==> config.mk <==
export PLATFORM = sky130hd
export DESIGN_NAME = tcdf_frontend
export DESIGN_NICKNAME = d
export VERILOG_FILES = /design/src/logic/tcdf_pkg.sv /design/src/logic/tcdf_frontend.sv
export SDC_FILE = /design/constraint.sdc
export NUM_CORES = 1
export LEC_CHECK = 0
export CAP_MARGIN = 40
export CORE_MARGIN = 2
export CORE_UTILIZATION = 47
export DETAILED_ROUTE_END_ITERATION = 10
export DONT_BUFFER_PORTS = 1
export HOLD_SLACK_MARGIN = 0.15
export SYNTH_ARGS = -nofsm -noshare
export SYNTH_HDL_FRONTEND = slang
export SYNTH_SLANG_ARGS = --single-unit
export TNS_END_PERCENT = 30
==> constraint.sdc <==
create_clock -name ref_clk -period 2.4 [get_ports ref_clk]
set_input_delay 0.12 -clock ref_clk [delete_from_list [all_inputs] [get_ports ref_clk]]
set_output_delay 0.12 -clock ref_clk [all_outputs]
set_load 0.03 [all_outputs]
==> src/logic/tcdf_pkg.sv <==
// constants, register map and types of the trace clock demux front end
package tcdf_pkg;
  localparam int unsigned NUM_LINES = 5;
  localparam int unsigned POD_W     = 16;
  localparam int unsigned NUM_PODS  = 2;
  localparam int unsigned CH_W      = POD_W * NUM_PODS;
  localparam int unsigned HALF_W    = 8;
  // clock line indices: two external, three internal
  localparam int unsigned LINE_EXT_A  = 0;
  localparam int unsigned LINE_EXT_B  = 1;
  localparam int unsigned LINE_EMUL   = 2;
  localparam int unsigned LINE_SPARE  = 3;
  localparam int unsigned LINE_FGBG   = 4;
  // edge select codes
  localparam logic [1:0] EDGE_OFF  = 2'h0;
  localparam logic [1:0] EDGE_RISE = 2'h1;
  localparam logic [1:0] EDGE_FALL = 2'h2;
  localparam logic [1:0] EDGE_BOTH = 2'h3;
  // slave mode codes
  localparam logic [1:0] SLV_OFF   = 2'h0;
  localparam logic [1:0] SLV_MIXED = 2'h1;
  localparam logic [1:0] SLV_DEMUX = 2'h2;
  // speed grades
  localparam logic [1:0] SPD_SLOW = 2'h0;
  localparam logic [1:0] SPD_FAST = 2'h1;
  localparam logic [1:0] SPD_HIGH = 2'h2;
  // clock period and qualified rate limits
  localparam int unsigned CLK_PERIOD_PS   = 25000;
  localparam int unsigned RATE_SLOW_KHZ   = 16000;
  localparam int unsigned RATE_FAST_KHZ   = 20000;
  localparam int unsigned RATE_HIGH_KHZ   = 25000;
  localparam int unsigned GAP_SLOW = (1000000000 / RATE_SLOW_KHZ + CLK_PERIOD_PS - 1)
                                     / CLK_PERIOD_PS;
  localparam int unsigned GAP_FAST = (1000000000 / RATE_FAST_KHZ + CLK_PERIOD_PS - 1)
                                     / CLK_PERIOD_PS;
  localparam int unsigned GAP_HIGH = (1000000000 / RATE_HIGH_KHZ + CLK_PERIOD_PS - 1)
                                     / CLK_PERIOD_PS;
  localparam int unsigned GAP_W = 4;
  // count qualifier modes
  localparam logic [1:0] CQ_ANY   = 2'h0;
  localparam logic [1:0] CQ_STATE = 2'h1;
  localparam logic [1:0] CQ_NONE  = 2'h2;
  // activity codes per channel
  localparam logic [1:0] ACT_LOW  = 2'h0;
  localparam logic [1:0] ACT_HIGH = 2'h1;
  localparam logic [1:0] ACT_MOVE = 2'h2;
  localparam logic [7:0] ACT_WIN  = 8'hff;
  // register byte addresses
  localparam logic [7:0] ADDR_MEDGE   = 8'h00;
  localparam logic [7:0] ADDR_QUAL    = 8'h04;
  localparam logic [7:0] ADDR_SPEED   = 8'h08;
  localparam logic [7:0] ADDR_SLAVE   = 8'h0c;
  localparam logic [7:0] ADDR_SAMPLE  = 8'h10;
  localparam logic [7:0] ADDR_LIVE    = 8'h14;
  localparam logic [7:0] ADDR_ACT_LO  = 8'h18;
  localparam logic [7:0] ADDR_ACT_HI  = 8'h1c;
  localparam logic [7:0] ADDR_STATUS  = 8'h20;
  // reset values: rising edge of emulation clock, foreground only, slow, slaves off
  localparam logic [9:0] RST_MEDGE = 10'h010;
  localparam logic [1:0] RST_FGBG  = 2'h1;
  localparam logic [1:0] RESP_OKAY   = 2'h0;
  localparam logic [1:0] RESP_SLVERR = 2'h2;

  typedef enum logic [2:0] {
    TCDF_WR_IDLE = 3'b001,
    TCDF_WR_RESP = 3'b010,
    TCDF_WR_HOLD = 3'b100
  } tcdf_wr_e;

  typedef struct packed {
    logic [NUM_LINES-1:0] ln_s1;
    logic [NUM_LINES-1:0] ln_s2;
    logic [NUM_LINES-1:0] ln_d;
    logic [CH_W-1:0]      ch_s1;
    logic [CH_W-1:0]      ch_s2;
    logic [CH_W-1:0]      ch_d;
    logic [CH_W-1:0]      moved;
    logic [CH_W-1:0]      act_move;
    logic [7:0]           act_cnt;
    logic [9:0]           medge;
    logic [4:0]           qual_lo;
    logic [4:0]           qual_hi;
    logic [1:0]           fgbg;
    logic [1:0]           speed;
    logic [1:0]           slv_mode0;
    logic [1:0]           slv_mode1;
    logic [9:0]           slv_edge0;
    logic [9:0]           slv_edge1;
    logic [HALF_W-1:0]    slv_lat0;
    logic [HALF_W-1:0]    slv_lat1;
    logic                 slv_got0;
    logic                 slv_got1;
    logic [GAP_W-1:0]     gap;
    logic [CH_W-1:0]      sample;
    logic                 sample_valid;
    logic [15:0]          dropped;
    tcdf_wr_e             wst;
    logic                 bvalid;
    logic [1:0]           bresp;
    logic                 arready;
    logic                 rvalid;
    logic [31:0]          rdata;
    logic [1:0]           rresp;
  } tcdf_state_s;
endpackage

==> src/logic/tcdf_frontend.sv <==
// sampling front end: master clock select, qualifiers, rate cap, slave demux, activity
//
// How it works
// - each channel shows low, high or moving
// - pod one holds channels 0-15, pod two 16-31
// - live state sampled always, trace or not
// - foreground by default; background or both selectable
// - qualifier field independent of other clock fields
// - per line rising, falling or both edges
// - five lines: two external, three internal
// - internal lines: emulation clock, qualifier, spare
// - selected edges are ORed together
// - three rate caps: slow, fast, highest
// - count qualifier any, states only, or none
// - qualifier lines gate on low or high level
// - any true qualifier lets the clock through
// - slave off by default; per pod edge select
// - mixed: low byte slave-latched, master captures pod
// - mixed: no slave edge, low byte live
// - only first slave edge kept per master interval
// - demux: upper byte from the pod's lowest eight channels (0-7, 16-23) at master
// - demux: no slave edge, low equals upper
//
// Our own choices: the address map and the AXI4-Lite interface to the registers.
`timescale 1ns/1ps
module tcdf_frontend
  import tcdf_pkg::*;
(
  input  wire logic                 ref_clk,
  input  wire logic                 resetn,
  input  wire logic [NUM_LINES-1:0] clk_line,
  input  wire logic [CH_W-1:0]      trace_ch,
  input  wire logic [7:0]           s_axi_awaddr,
  input  wire logic                 s_axi_awvalid,
  output logic                      s_axi_awready,
  input  wire logic [31:0]          s_axi_wdata,
  input  wire logic [3:0]           s_axi_wstrb,
  input  wire logic                 s_axi_wvalid,
  output logic                      s_axi_wready,
  output logic [1:0]                s_axi_bresp,
  output logic                      s_axi_bvalid,
  input  wire logic                 s_axi_bready,
  input  wire logic [7:0]           s_axi_araddr,
  input  wire logic                 s_axi_arvalid,
  output logic                      s_axi_arready,
  output logic [31:0]               s_axi_rdata,
  output logic [1:0]                s_axi_rresp,
  output logic                      s_axi_rvalid,
  input  wire logic                 s_axi_rready,
  output logic [CH_W-1:0]           sample_data,
  output logic                      sample_valid,
  output logic [1:0]                count_qual_mode
);
  tcdf_state_s r;
  tcdf_state_s next_r;

  logic [NUM_LINES-1:0] rise;
  logic [NUM_LINES-1:0] fall;
  logic [NUM_LINES-1:0] edge_hit;
  logic [NUM_LINES-1:0] slv_hit0;
  logic [NUM_LINES-1:0] slv_hit1;
  logic [NUM_LINES-1:0] qual_ok;
  logic [2*CH_W-1:0]    act_vec;
  logic [GAP_W-1:0]     gap_need;

  // per line edge detect, edge select and level qualification
  genvar g;
  generate
    for (g = 0; g < NUM_LINES; g++) begin : g_line
      assign rise[g] = r.ln_s2[g] & ~r.ln_d[g];
      assign fall[g] = ~r.ln_s2[g] & r.ln_d[g];
      assign edge_hit[g] = (r.medge[2*g+1 -: 2] == EDGE_RISE && rise[g]) ||
                           (r.medge[2*g+1 -: 2] == EDGE_FALL && fall[g]) ||
                           (r.medge[2*g+1 -: 2] == EDGE_BOTH && (rise[g] | fall[g]));
      assign slv_hit0[g] = (r.slv_edge0[2*g+1 -: 2] == EDGE_RISE && rise[g]) ||
                           (r.slv_edge0[2*g+1 -: 2] == EDGE_FALL && fall[g]) ||
                           (r.slv_edge0[2*g+1 -: 2] == EDGE_BOTH && (rise[g] | fall[g]));
      assign slv_hit1[g] = (r.slv_edge1[2*g+1 -: 2] == EDGE_RISE && rise[g]) ||
                           (r.slv_edge1[2*g+1 -: 2] == EDGE_FALL && fall[g]) ||
                           (r.slv_edge1[2*g+1 -: 2] == EDGE_BOTH && (rise[g] | fall[g]));
      assign qual_ok[g] = (r.qual_lo[g] & ~r.ln_s2[g]) | (r.qual_hi[g] & r.ln_s2[g]);
    end
    for (g = 0; g < CH_W; g++) begin : g_act
      assign act_vec[2*g+1 -: 2] = r.act_move[g] ? ACT_MOVE :
                                   (r.ch_s2[g] ? ACT_HIGH : ACT_LOW);
    end
  endgenerate

  // fg/bg selection gates on the level of the internal qualifier line
  logic fgbg_any;
  logic fgbg_ok;
  logic qual_any;
  logic master_raw;
  logic master;
  logic [HALF_W-1:0] lo0;
  logic [HALF_W-1:0] lo1;
  logic [HALF_W-1:0] up0;
  logic [HALF_W-1:0] up1;
  logic [31:0] rd_val;
  logic        rd_hit;
  logic [31:0] wd;

  always_comb begin
    // bit0 foreground (line low), bit1 background (line high)
    fgbg_any = |r.fgbg;
    fgbg_ok  = (r.fgbg[0] & ~r.ln_s2[LINE_FGBG]) | (r.fgbg[1] & r.ln_s2[LINE_FGBG]);
    qual_any = fgbg_any | (|r.qual_lo) | (|r.qual_hi);
    master_raw = (|edge_hit) && (!qual_any || fgbg_ok || (|qual_ok));
    case (r.speed)
      SPD_FAST: gap_need = GAP_W'(GAP_FAST);
      SPD_HIGH: gap_need = GAP_W'(GAP_HIGH);
      default:  gap_need = GAP_W'(GAP_SLOW);
    endcase
    master = master_raw && (r.gap == '0);
    // low byte per pod: first slave latch, else live
    lo0 = r.slv_got0 ? r.slv_lat0 : r.ch_s2[HALF_W-1:0];
    lo1 = r.slv_got1 ? r.slv_lat1 : r.ch_s2[POD_W+HALF_W-1:POD_W];
    up0 = (r.slv_mode0 == SLV_DEMUX) ? r.ch_s2[HALF_W-1:0] : r.ch_s2[POD_W-1:HALF_W];
    up1 = (r.slv_mode1 == SLV_DEMUX) ? r.ch_s2[POD_W+HALF_W-1:POD_W] :
                                       r.ch_s2[CH_W-1:POD_W+HALF_W];
    if (r.slv_mode0 == SLV_OFF) lo0 = r.ch_s2[HALF_W-1:0];
    if (r.slv_mode1 == SLV_OFF) lo1 = r.ch_s2[POD_W+HALF_W-1:POD_W];
    if (r.slv_mode0 == SLV_DEMUX && !r.slv_got0) lo0 = up0;
    if (r.slv_mode1 == SLV_DEMUX && !r.slv_got1) lo1 = up1;

    rd_hit = 1'b1;
    case (s_axi_araddr)
      ADDR_MEDGE:  rd_val = {22'h0, r.medge};
      ADDR_QUAL:   rd_val = {20'h0, r.fgbg, r.qual_hi, r.qual_lo};
      ADDR_SPEED:  rd_val = {30'h0, r.speed};
      ADDR_SLAVE:  rd_val = {8'h0, r.slv_edge1, r.slv_mode1, r.slv_edge0, r.slv_mode0};
      ADDR_SAMPLE: rd_val = r.sample;
      ADDR_LIVE:   rd_val = r.ch_s2;
      ADDR_ACT_LO: rd_val = act_vec[31:0];
      ADDR_ACT_HI: rd_val = act_vec[63:32];
      ADDR_STATUS: rd_val = {11'h0, r.ln_s2, r.dropped};
      default: begin
        rd_val = 32'h0;
        rd_hit = 1'b0;
      end
    endcase
    wd = s_axi_wdata;
  end

  logic wr_go;
  assign wr_go = (r.wst == TCDF_WR_IDLE) && s_axi_awvalid && s_axi_wvalid;

  always_comb begin
    next_r = r;
    // two-flop synchronisers
    next_r.ln_s1 = clk_line;
    next_r.ln_s2 = r.ln_s1;
    next_r.ln_d  = r.ln_s2;
    next_r.ch_s1 = trace_ch;
    next_r.ch_s2 = r.ch_s1;
    next_r.ch_d  = r.ch_s2;
    // activity window: moving if toggled within the last window
    next_r.moved = r.moved | (r.ch_s2 ^ r.ch_d);
    next_r.act_cnt = r.act_cnt + 8'h01;
    if (r.act_cnt == ACT_WIN) begin
      next_r.act_move = r.moved | (r.ch_s2 ^ r.ch_d);
      next_r.moved = '0;
      next_r.act_cnt = 8'h00;
    end
    // rate cap: spacing between qualified clocks
    if (r.gap != '0) next_r.gap = r.gap - GAP_W'(1);
    if (master) next_r.gap = gap_need - GAP_W'(1);
    if (master_raw && !master) next_r.dropped = r.dropped + 16'h0001;
    // capture first, so a slave edge in the same cycle opens the next interval, unless this interval already latched one
    next_r.sample_valid = master;
    if (master) begin
      next_r.sample = {up1, lo1, up0, lo0};
      next_r.slv_got0 = 1'b0;
      next_r.slv_got1 = 1'b0;
    end
    // slave latches: first edge only per master interval
    if (r.slv_mode0 != SLV_OFF && |slv_hit0 && !r.slv_got0) begin
      next_r.slv_lat0 = r.ch_s2[HALF_W-1:0];
      next_r.slv_got0 = 1'b1;
    end
    if (r.slv_mode1 != SLV_OFF && |slv_hit1 && !r.slv_got1) begin
      next_r.slv_lat1 = r.ch_s2[POD_W+HALF_W-1:POD_W];
      next_r.slv_got1 = 1'b1;
    end
    // write channel
    case (r.wst)
      TCDF_WR_IDLE: begin
        if (wr_go) begin
          next_r.wst = TCDF_WR_HOLD;
          next_r.bresp = RESP_OKAY;
          case (s_axi_awaddr)
            ADDR_MEDGE: next_r.medge = wd[9:0];
            ADDR_QUAL: begin
              next_r.qual_lo = wd[4:0];
              next_r.qual_hi = wd[9:5];
              next_r.fgbg = wd[11:10];
            end
            ADDR_SPEED: next_r.speed = (wd[1:0] == 2'h3) ? SPD_HIGH : wd[1:0];
            ADDR_SLAVE: begin
              next_r.slv_mode0 = wd[1:0];
              next_r.slv_edge0 = wd[11:2];
              next_r.slv_mode1 = wd[13:12];
              next_r.slv_edge1 = wd[23:14];
            end
            ADDR_SAMPLE, ADDR_LIVE, ADDR_ACT_LO, ADDR_ACT_HI, ADDR_STATUS: begin
              next_r.bresp = RESP_SLVERR;
            end
            default: next_r.bresp = RESP_SLVERR;
          endcase
        end
      end
      TCDF_WR_RESP: begin
        if (s_axi_bready) begin
          next_r.bvalid = 1'b0;
          next_r.wst = TCDF_WR_IDLE;
        end
      end
      // response only after address and data were taken
      TCDF_WR_HOLD: begin
        next_r.bvalid = 1'b1;
        next_r.wst = TCDF_WR_RESP;
      end
      default: next_r.wst = TCDF_WR_IDLE;
    endcase
    // read channel
    next_r.arready = 1'b0;
    if (r.rvalid) begin
      if (s_axi_rready) next_r.rvalid = 1'b0;
    end else if (r.arready) begin
      next_r.rvalid = 1'b1;
    end else if (s_axi_arvalid) begin
      next_r.arready = 1'b1;
      next_r.rdata = rd_val;
      next_r.rresp = rd_hit ? RESP_OKAY : RESP_SLVERR;
    end
  end

  always_ff @(posedge ref_clk or negedge resetn) begin
    if (!resetn) begin
      r <= '0;
      r.medge <= RST_MEDGE;
      r.fgbg <= RST_FGBG;
      r.speed <= SPD_SLOW;
      r.slv_mode0 <= SLV_OFF;
      r.slv_mode1 <= SLV_OFF;
      r.wst <= TCDF_WR_IDLE;
    end else begin
      r <= next_r;
    end
  end

  logic awready_q;
  always_ff @(posedge ref_clk or negedge resetn) begin
    if (!resetn) awready_q <= 1'b0;
    else awready_q <= wr_go;
  end

  assign s_axi_awready = awready_q;
  assign s_axi_wready  = awready_q;
  assign s_axi_bvalid  = r.bvalid;
  assign s_axi_bresp   = r.bresp;
  assign s_axi_arready = r.arready;
  assign s_axi_rvalid  = r.rvalid;
  assign s_axi_rdata   = r.rdata;
  assign s_axi_rresp   = r.rresp;
  assign sample_data   = r.sample;
  assign sample_valid  = r.sample_valid;

  logic [1:0] cq_q;
  always_ff @(posedge ref_clk or negedge resetn) begin
    if (!resetn) cq_q <= CQ_ANY;
    else cq_q <= (next_r.speed == SPD_HIGH) ? CQ_NONE :
                 (next_r.speed == SPD_FAST) ? CQ_STATE : CQ_ANY;
  end
  assign count_qual_mode = cq_q;
endmodule

==> results list <==
* Setup repair after global routing missed its margin: false
* Wire length of the first global-routing pass: 60580 um
* Setup TNS: 0 ns
- Pwr Density: 780.6 nW/um^2
- P&R area growth vs syn: 15.11%
- Leftover overflow at the end of global routing: 0
- Number of buffers added by the clock tree synthesis step: 37
- By area, the combinational part of the netlist is dominated by compound AO/OA/AOI/OAI gates.
* Number of setup violations in the final report: 0
- The floorplan has 64 rows.
- VDD sags by at most 650.8 uV.
* Area inside the core boundary: 30670 um^2
* Fraction of the yosys area taken by sequential cells: 58.73%
- The clock reaches the later pin of the worst-skew pair after 0.52 ns.
- The number of antenna violations at the first check in global routing came to 0.
- The worst pin sits at a relative slew slack of 44.81%.
- No sink is reached through more buffers than the 3 on the longest clock path.
- Post-synth cell types: 61
- CTS tree: done
* Hold violation total from the final report: 345
- Global routing used 24.21% of the available tracks.
- The tightest min-delay check is of the in -> async type.
* Most common cell on crit path: o21ai_0
- CTS root buf: clkbuf_16
- The synthesized design contains 0 enable-type register cells.
- In this run the number of H-tree levels came out at 2.
* Ant. Diodes: 0
- Data on the critical path is required at its endpoint by 2.78 ns.
- Period utilisation layout: 91.49%
* Pin count of the biggest net entering global routing: 346
- For this run, the leading register cell type out of synthesis is dfrtp_1.
* Router iterations before antenna repair: 5
- DR DRC count: 0
- In this run the mean area of a mapped cell was 11.76 um^2.
- Data arrival at the endpoint of the critical path: 2.57 ns
- Area used by multi-input combinational logic: 5105 um^2
- Timing would allow up to 455.4 MHz.
- The tightest hold path in the finished design has a slack of -0.6813 ns.
- For this configuration, the core starts out at a cell density of 47.95%.
* Mux contribution to synthesized area: 7.955%
- Remaining antenna violation count after routing: 0
* Gate count of the mapped netlist: 1251
- Die Width: 180.9 um
- Counting both buffers and inverters, the worst setup path holds a total of 1.
* Number of nets in the final layout: 1423
* Clock period minus worst slack: 2.196 ns
- Max-Cap Viols: 0
* CP endpoint kind: flop
- FILL cells: 2630
- Share of synthesized cell area in and, or, nand and nor gates: 11.21%
- The routed layout has 9748 vias.
- Of the total synthesized cell area, the portion taken by full adders, half adders and majority gates is 1.106%.
- Count of instances resized after the clock tree is built: 0
- Registers take 8637 um^2.
* Routability congestion estimate: 0.9315
- The worst setup path is launched from a flop.
- Worst slew pin tran: 0.8278 ns
* Post-CTS setup buffer count: 0
- Walking the worst path, the cells encountered are ha_1 > nor2b_1 > o21ai_0 > nand4_1 > o211ai_1 > buf_12 > o21ai_0.
* Number of synthesis warnings: 0
- Routed length per placed instance: 22.34 um
* P_leak: 7.714 nW
* Compound-gate portion of the synthesized area: 11.22%
- Result of the run: finished with violations
- The max-slew violation count came to 0.
- After the flow finishes, the layout carries non-filler instances totaling 1735.
- Netlist area before placement: 14710 um^2
- The die covers 32720 um^2.
- The number of placed instances, taps included, is 1567.
* Critical-path cell with the highest stage delay: dfrtp_1
- In the synthesized netlist the async set-or-reset flop fraction comes to 100.0%.
* Count of port buffers added during placement: 0
- The via count of the first global-routing pass came to 9876.
- Along the worst path, the maximum fanout reaches 67.
* Clock skew: 0.01530 ns
- Pin placement for this block handled 172 I/O pins.
- After detailed routing, the total wire length is 38760 um.
* Fraction of final layout cells sized beyond drive strength 1: 13.44%
- Clock-pin slew on the worst setup and hold paths: 0.06 ns
* Hold bufs inserted after CTS: 104
* Startpoint-to-endpoint class of the critical path: reg -> reg
* Hpwl dp: 26690 um
* XOR/XNOR share of the synthesized area: 3.156%
- Violated checks: hold timing
* Synthesized flop and latch total: 345
- Post-DR vias/cell: 5.618
* CTS Sinks: 345
* Largest stage delay on the critical path: 0.45 ns
* Die span in y: 180.9 um
- Cell class contributing the biggest share of worst-path delay: compound AO/OA/AOI/OAI gates
- In this run, the number of DRC markers left after iteration 0 of detailed routing was 922.
==> flip-flops by register name, summed over array words and instances (netlist names) <==
signal and cells:
r 198, next_r 74, s_axi_rdata 32, sample_data 32
count_qual_mode 2, s_axi_arready 1, s_axi_awready 1, s_axi_bresp 1
s_axi_bvalid 1, s_axi_rresp 1, s_axi_rvalid 1, sample_valid 1
==> final cells by class <==
class	count	share of cell area, %
Clock buffer	55	6.341
Clock inverter	9	0.5100
Inverter	44	0.9756
Multi-Input combinational cell	742	30.16
Sequential cell	345	51.02
Tap cell	396	2.927
Timing Repair Buffer	144	8.071
==> per-stage QoR <==
stage	area [um^2]	setup slack [ns]	hold slack, ns	power [mW]	utilization [%]
after floorplan	14710	0.3903	-0.1756	7.582	-
after global placement	14730	0.2528	-0.1568	7.698	48.02
after detailed placement	14730	0.2150	-0.1561	7.729	48.02
after CTS	16930	0.1919	-0.6959	13.33	55.20
after global routing	16930	0.04142	-0.7057	13.74	55.20
final	16930	0.2043	-0.6813	13.22	55.20
==> cell usage after synthesis (22+ instances only) <==
cell,number,share of area (%)
dfrtp_1,342,58
nor2_1,123,3.1
nand2_1,91,2.3
buf_4,79,4.0
mux2_2,63,4.8
a22oi_1,56,2.9
xor2_1,48,2.9
o21ai_0,46,1.6
inv_1,43,1.1
mux2i_1,43,2.9
a21oi_1,42,1.4
a22o_1,31,1.8
nand3_1,29,0.99
a32oi_1,22,1.3
clkbuf_1,22,0.56
==> path summary, 6_finish.rpt <==
check / from / to / slack [ns] / cells after the start
worst min register to register: next_r[268]$_DFF_PN0_ / next_r[236]$_DFF_PN0_ / 0.34 / 0
worst min-delay path: resetn / s_axi_rdata[29]$_DFFE_PN0P_ / -0.68 / 0
min in group ref_clk: trace_ch[19] / next_r[284]$_DFF_PN0_ / 0.16 / 1
max in group asynchronous: resetn / r[171]$_DFFE_PN0N_ / 2.40 / 0
worst max-delay path: next_r[331]$_DFF_PN0_ / sample_data[11]$_DFFE_PN0P_ / 0.20 / 7
worst max register to register: next_r[331]$_DFF_PN0_ / sample_data[11]$_DFFE_PN0P_ / 0.20 / 7
==> worst register-to-register path, cell delays in order, from the launching register on <==
cell and delay, ns:
dfrtp_1 0.45, ha_1 0.35, nor2b_1 0.05, o21ai_0 0.23
nand4_1 0.16, o211ai_1 0.29, buf_12 0.29, o21ai_0 0.24
==> power breakdown <==
part / internal (mW) / leakage [nW] / switching, mW
Clock: 3.20 / 0.565 / 2.25
Combinational: 0.394 / 2.82 / 0.394
Sequential: 6.16 / 4.33 / 0.813
==> cell families (layout without fill, tap and decap cells) <==
kind of cell,Yosys count,count (layout)
AO/OA/AOI/OAI,238,238
XOR/XNOR,53,53
adder cells (fa/ha/maj),13,13
buffers and inverters,165,252
flip-flops,345,345
multiplexers,108,108
other,1,2
AND/OR/NAND/NOR,328,328
==> routing by layer <==
metal	vias to the layer above	GRT usage, %	share of wire (%)
li1	4456	-	-
met1	4891	34.92	45
met2	331	35.86	44
met3	70	6.733	8.2
met4	0	7.000	2.8
met5	-	0	0
==> cell usage in the layout (no fill, tap or decap), types with 4 or more instances in the layout <==
master,synthesis,final
ha_1,13,13
clkbuf_16,0,37
nor3_1,8,8
nor4_1,8,8
and3_1,5,4
nand4_1,6,6
buf_4,79,38
xor2_1,48,48
dlygate4sd3_1,0,104
a22o_1,31,31
xnor2_1,5,5
nand2_1,91,91
a22oi_1,56,56
and2_1,5,5
o211ai_1,6,6
o21ai_1,5,5
clkbuf_8,0,8
a21oi_1,42,42
mux2_2,63,63
inv_1,43,43
nor2b_1,10,10
a222oi_1,9,9
nor2_1,123,123
nand3b_1,16,16
a32oi_1,22,22
dfrtp_1,342,342
o22ai_1,8,8
nand3_1,29,29
o21ai_0,46,46
clkbuf_1,22,10
mux2i_1,43,43
No activity file was read; power rests on OpenSTA's default activity.
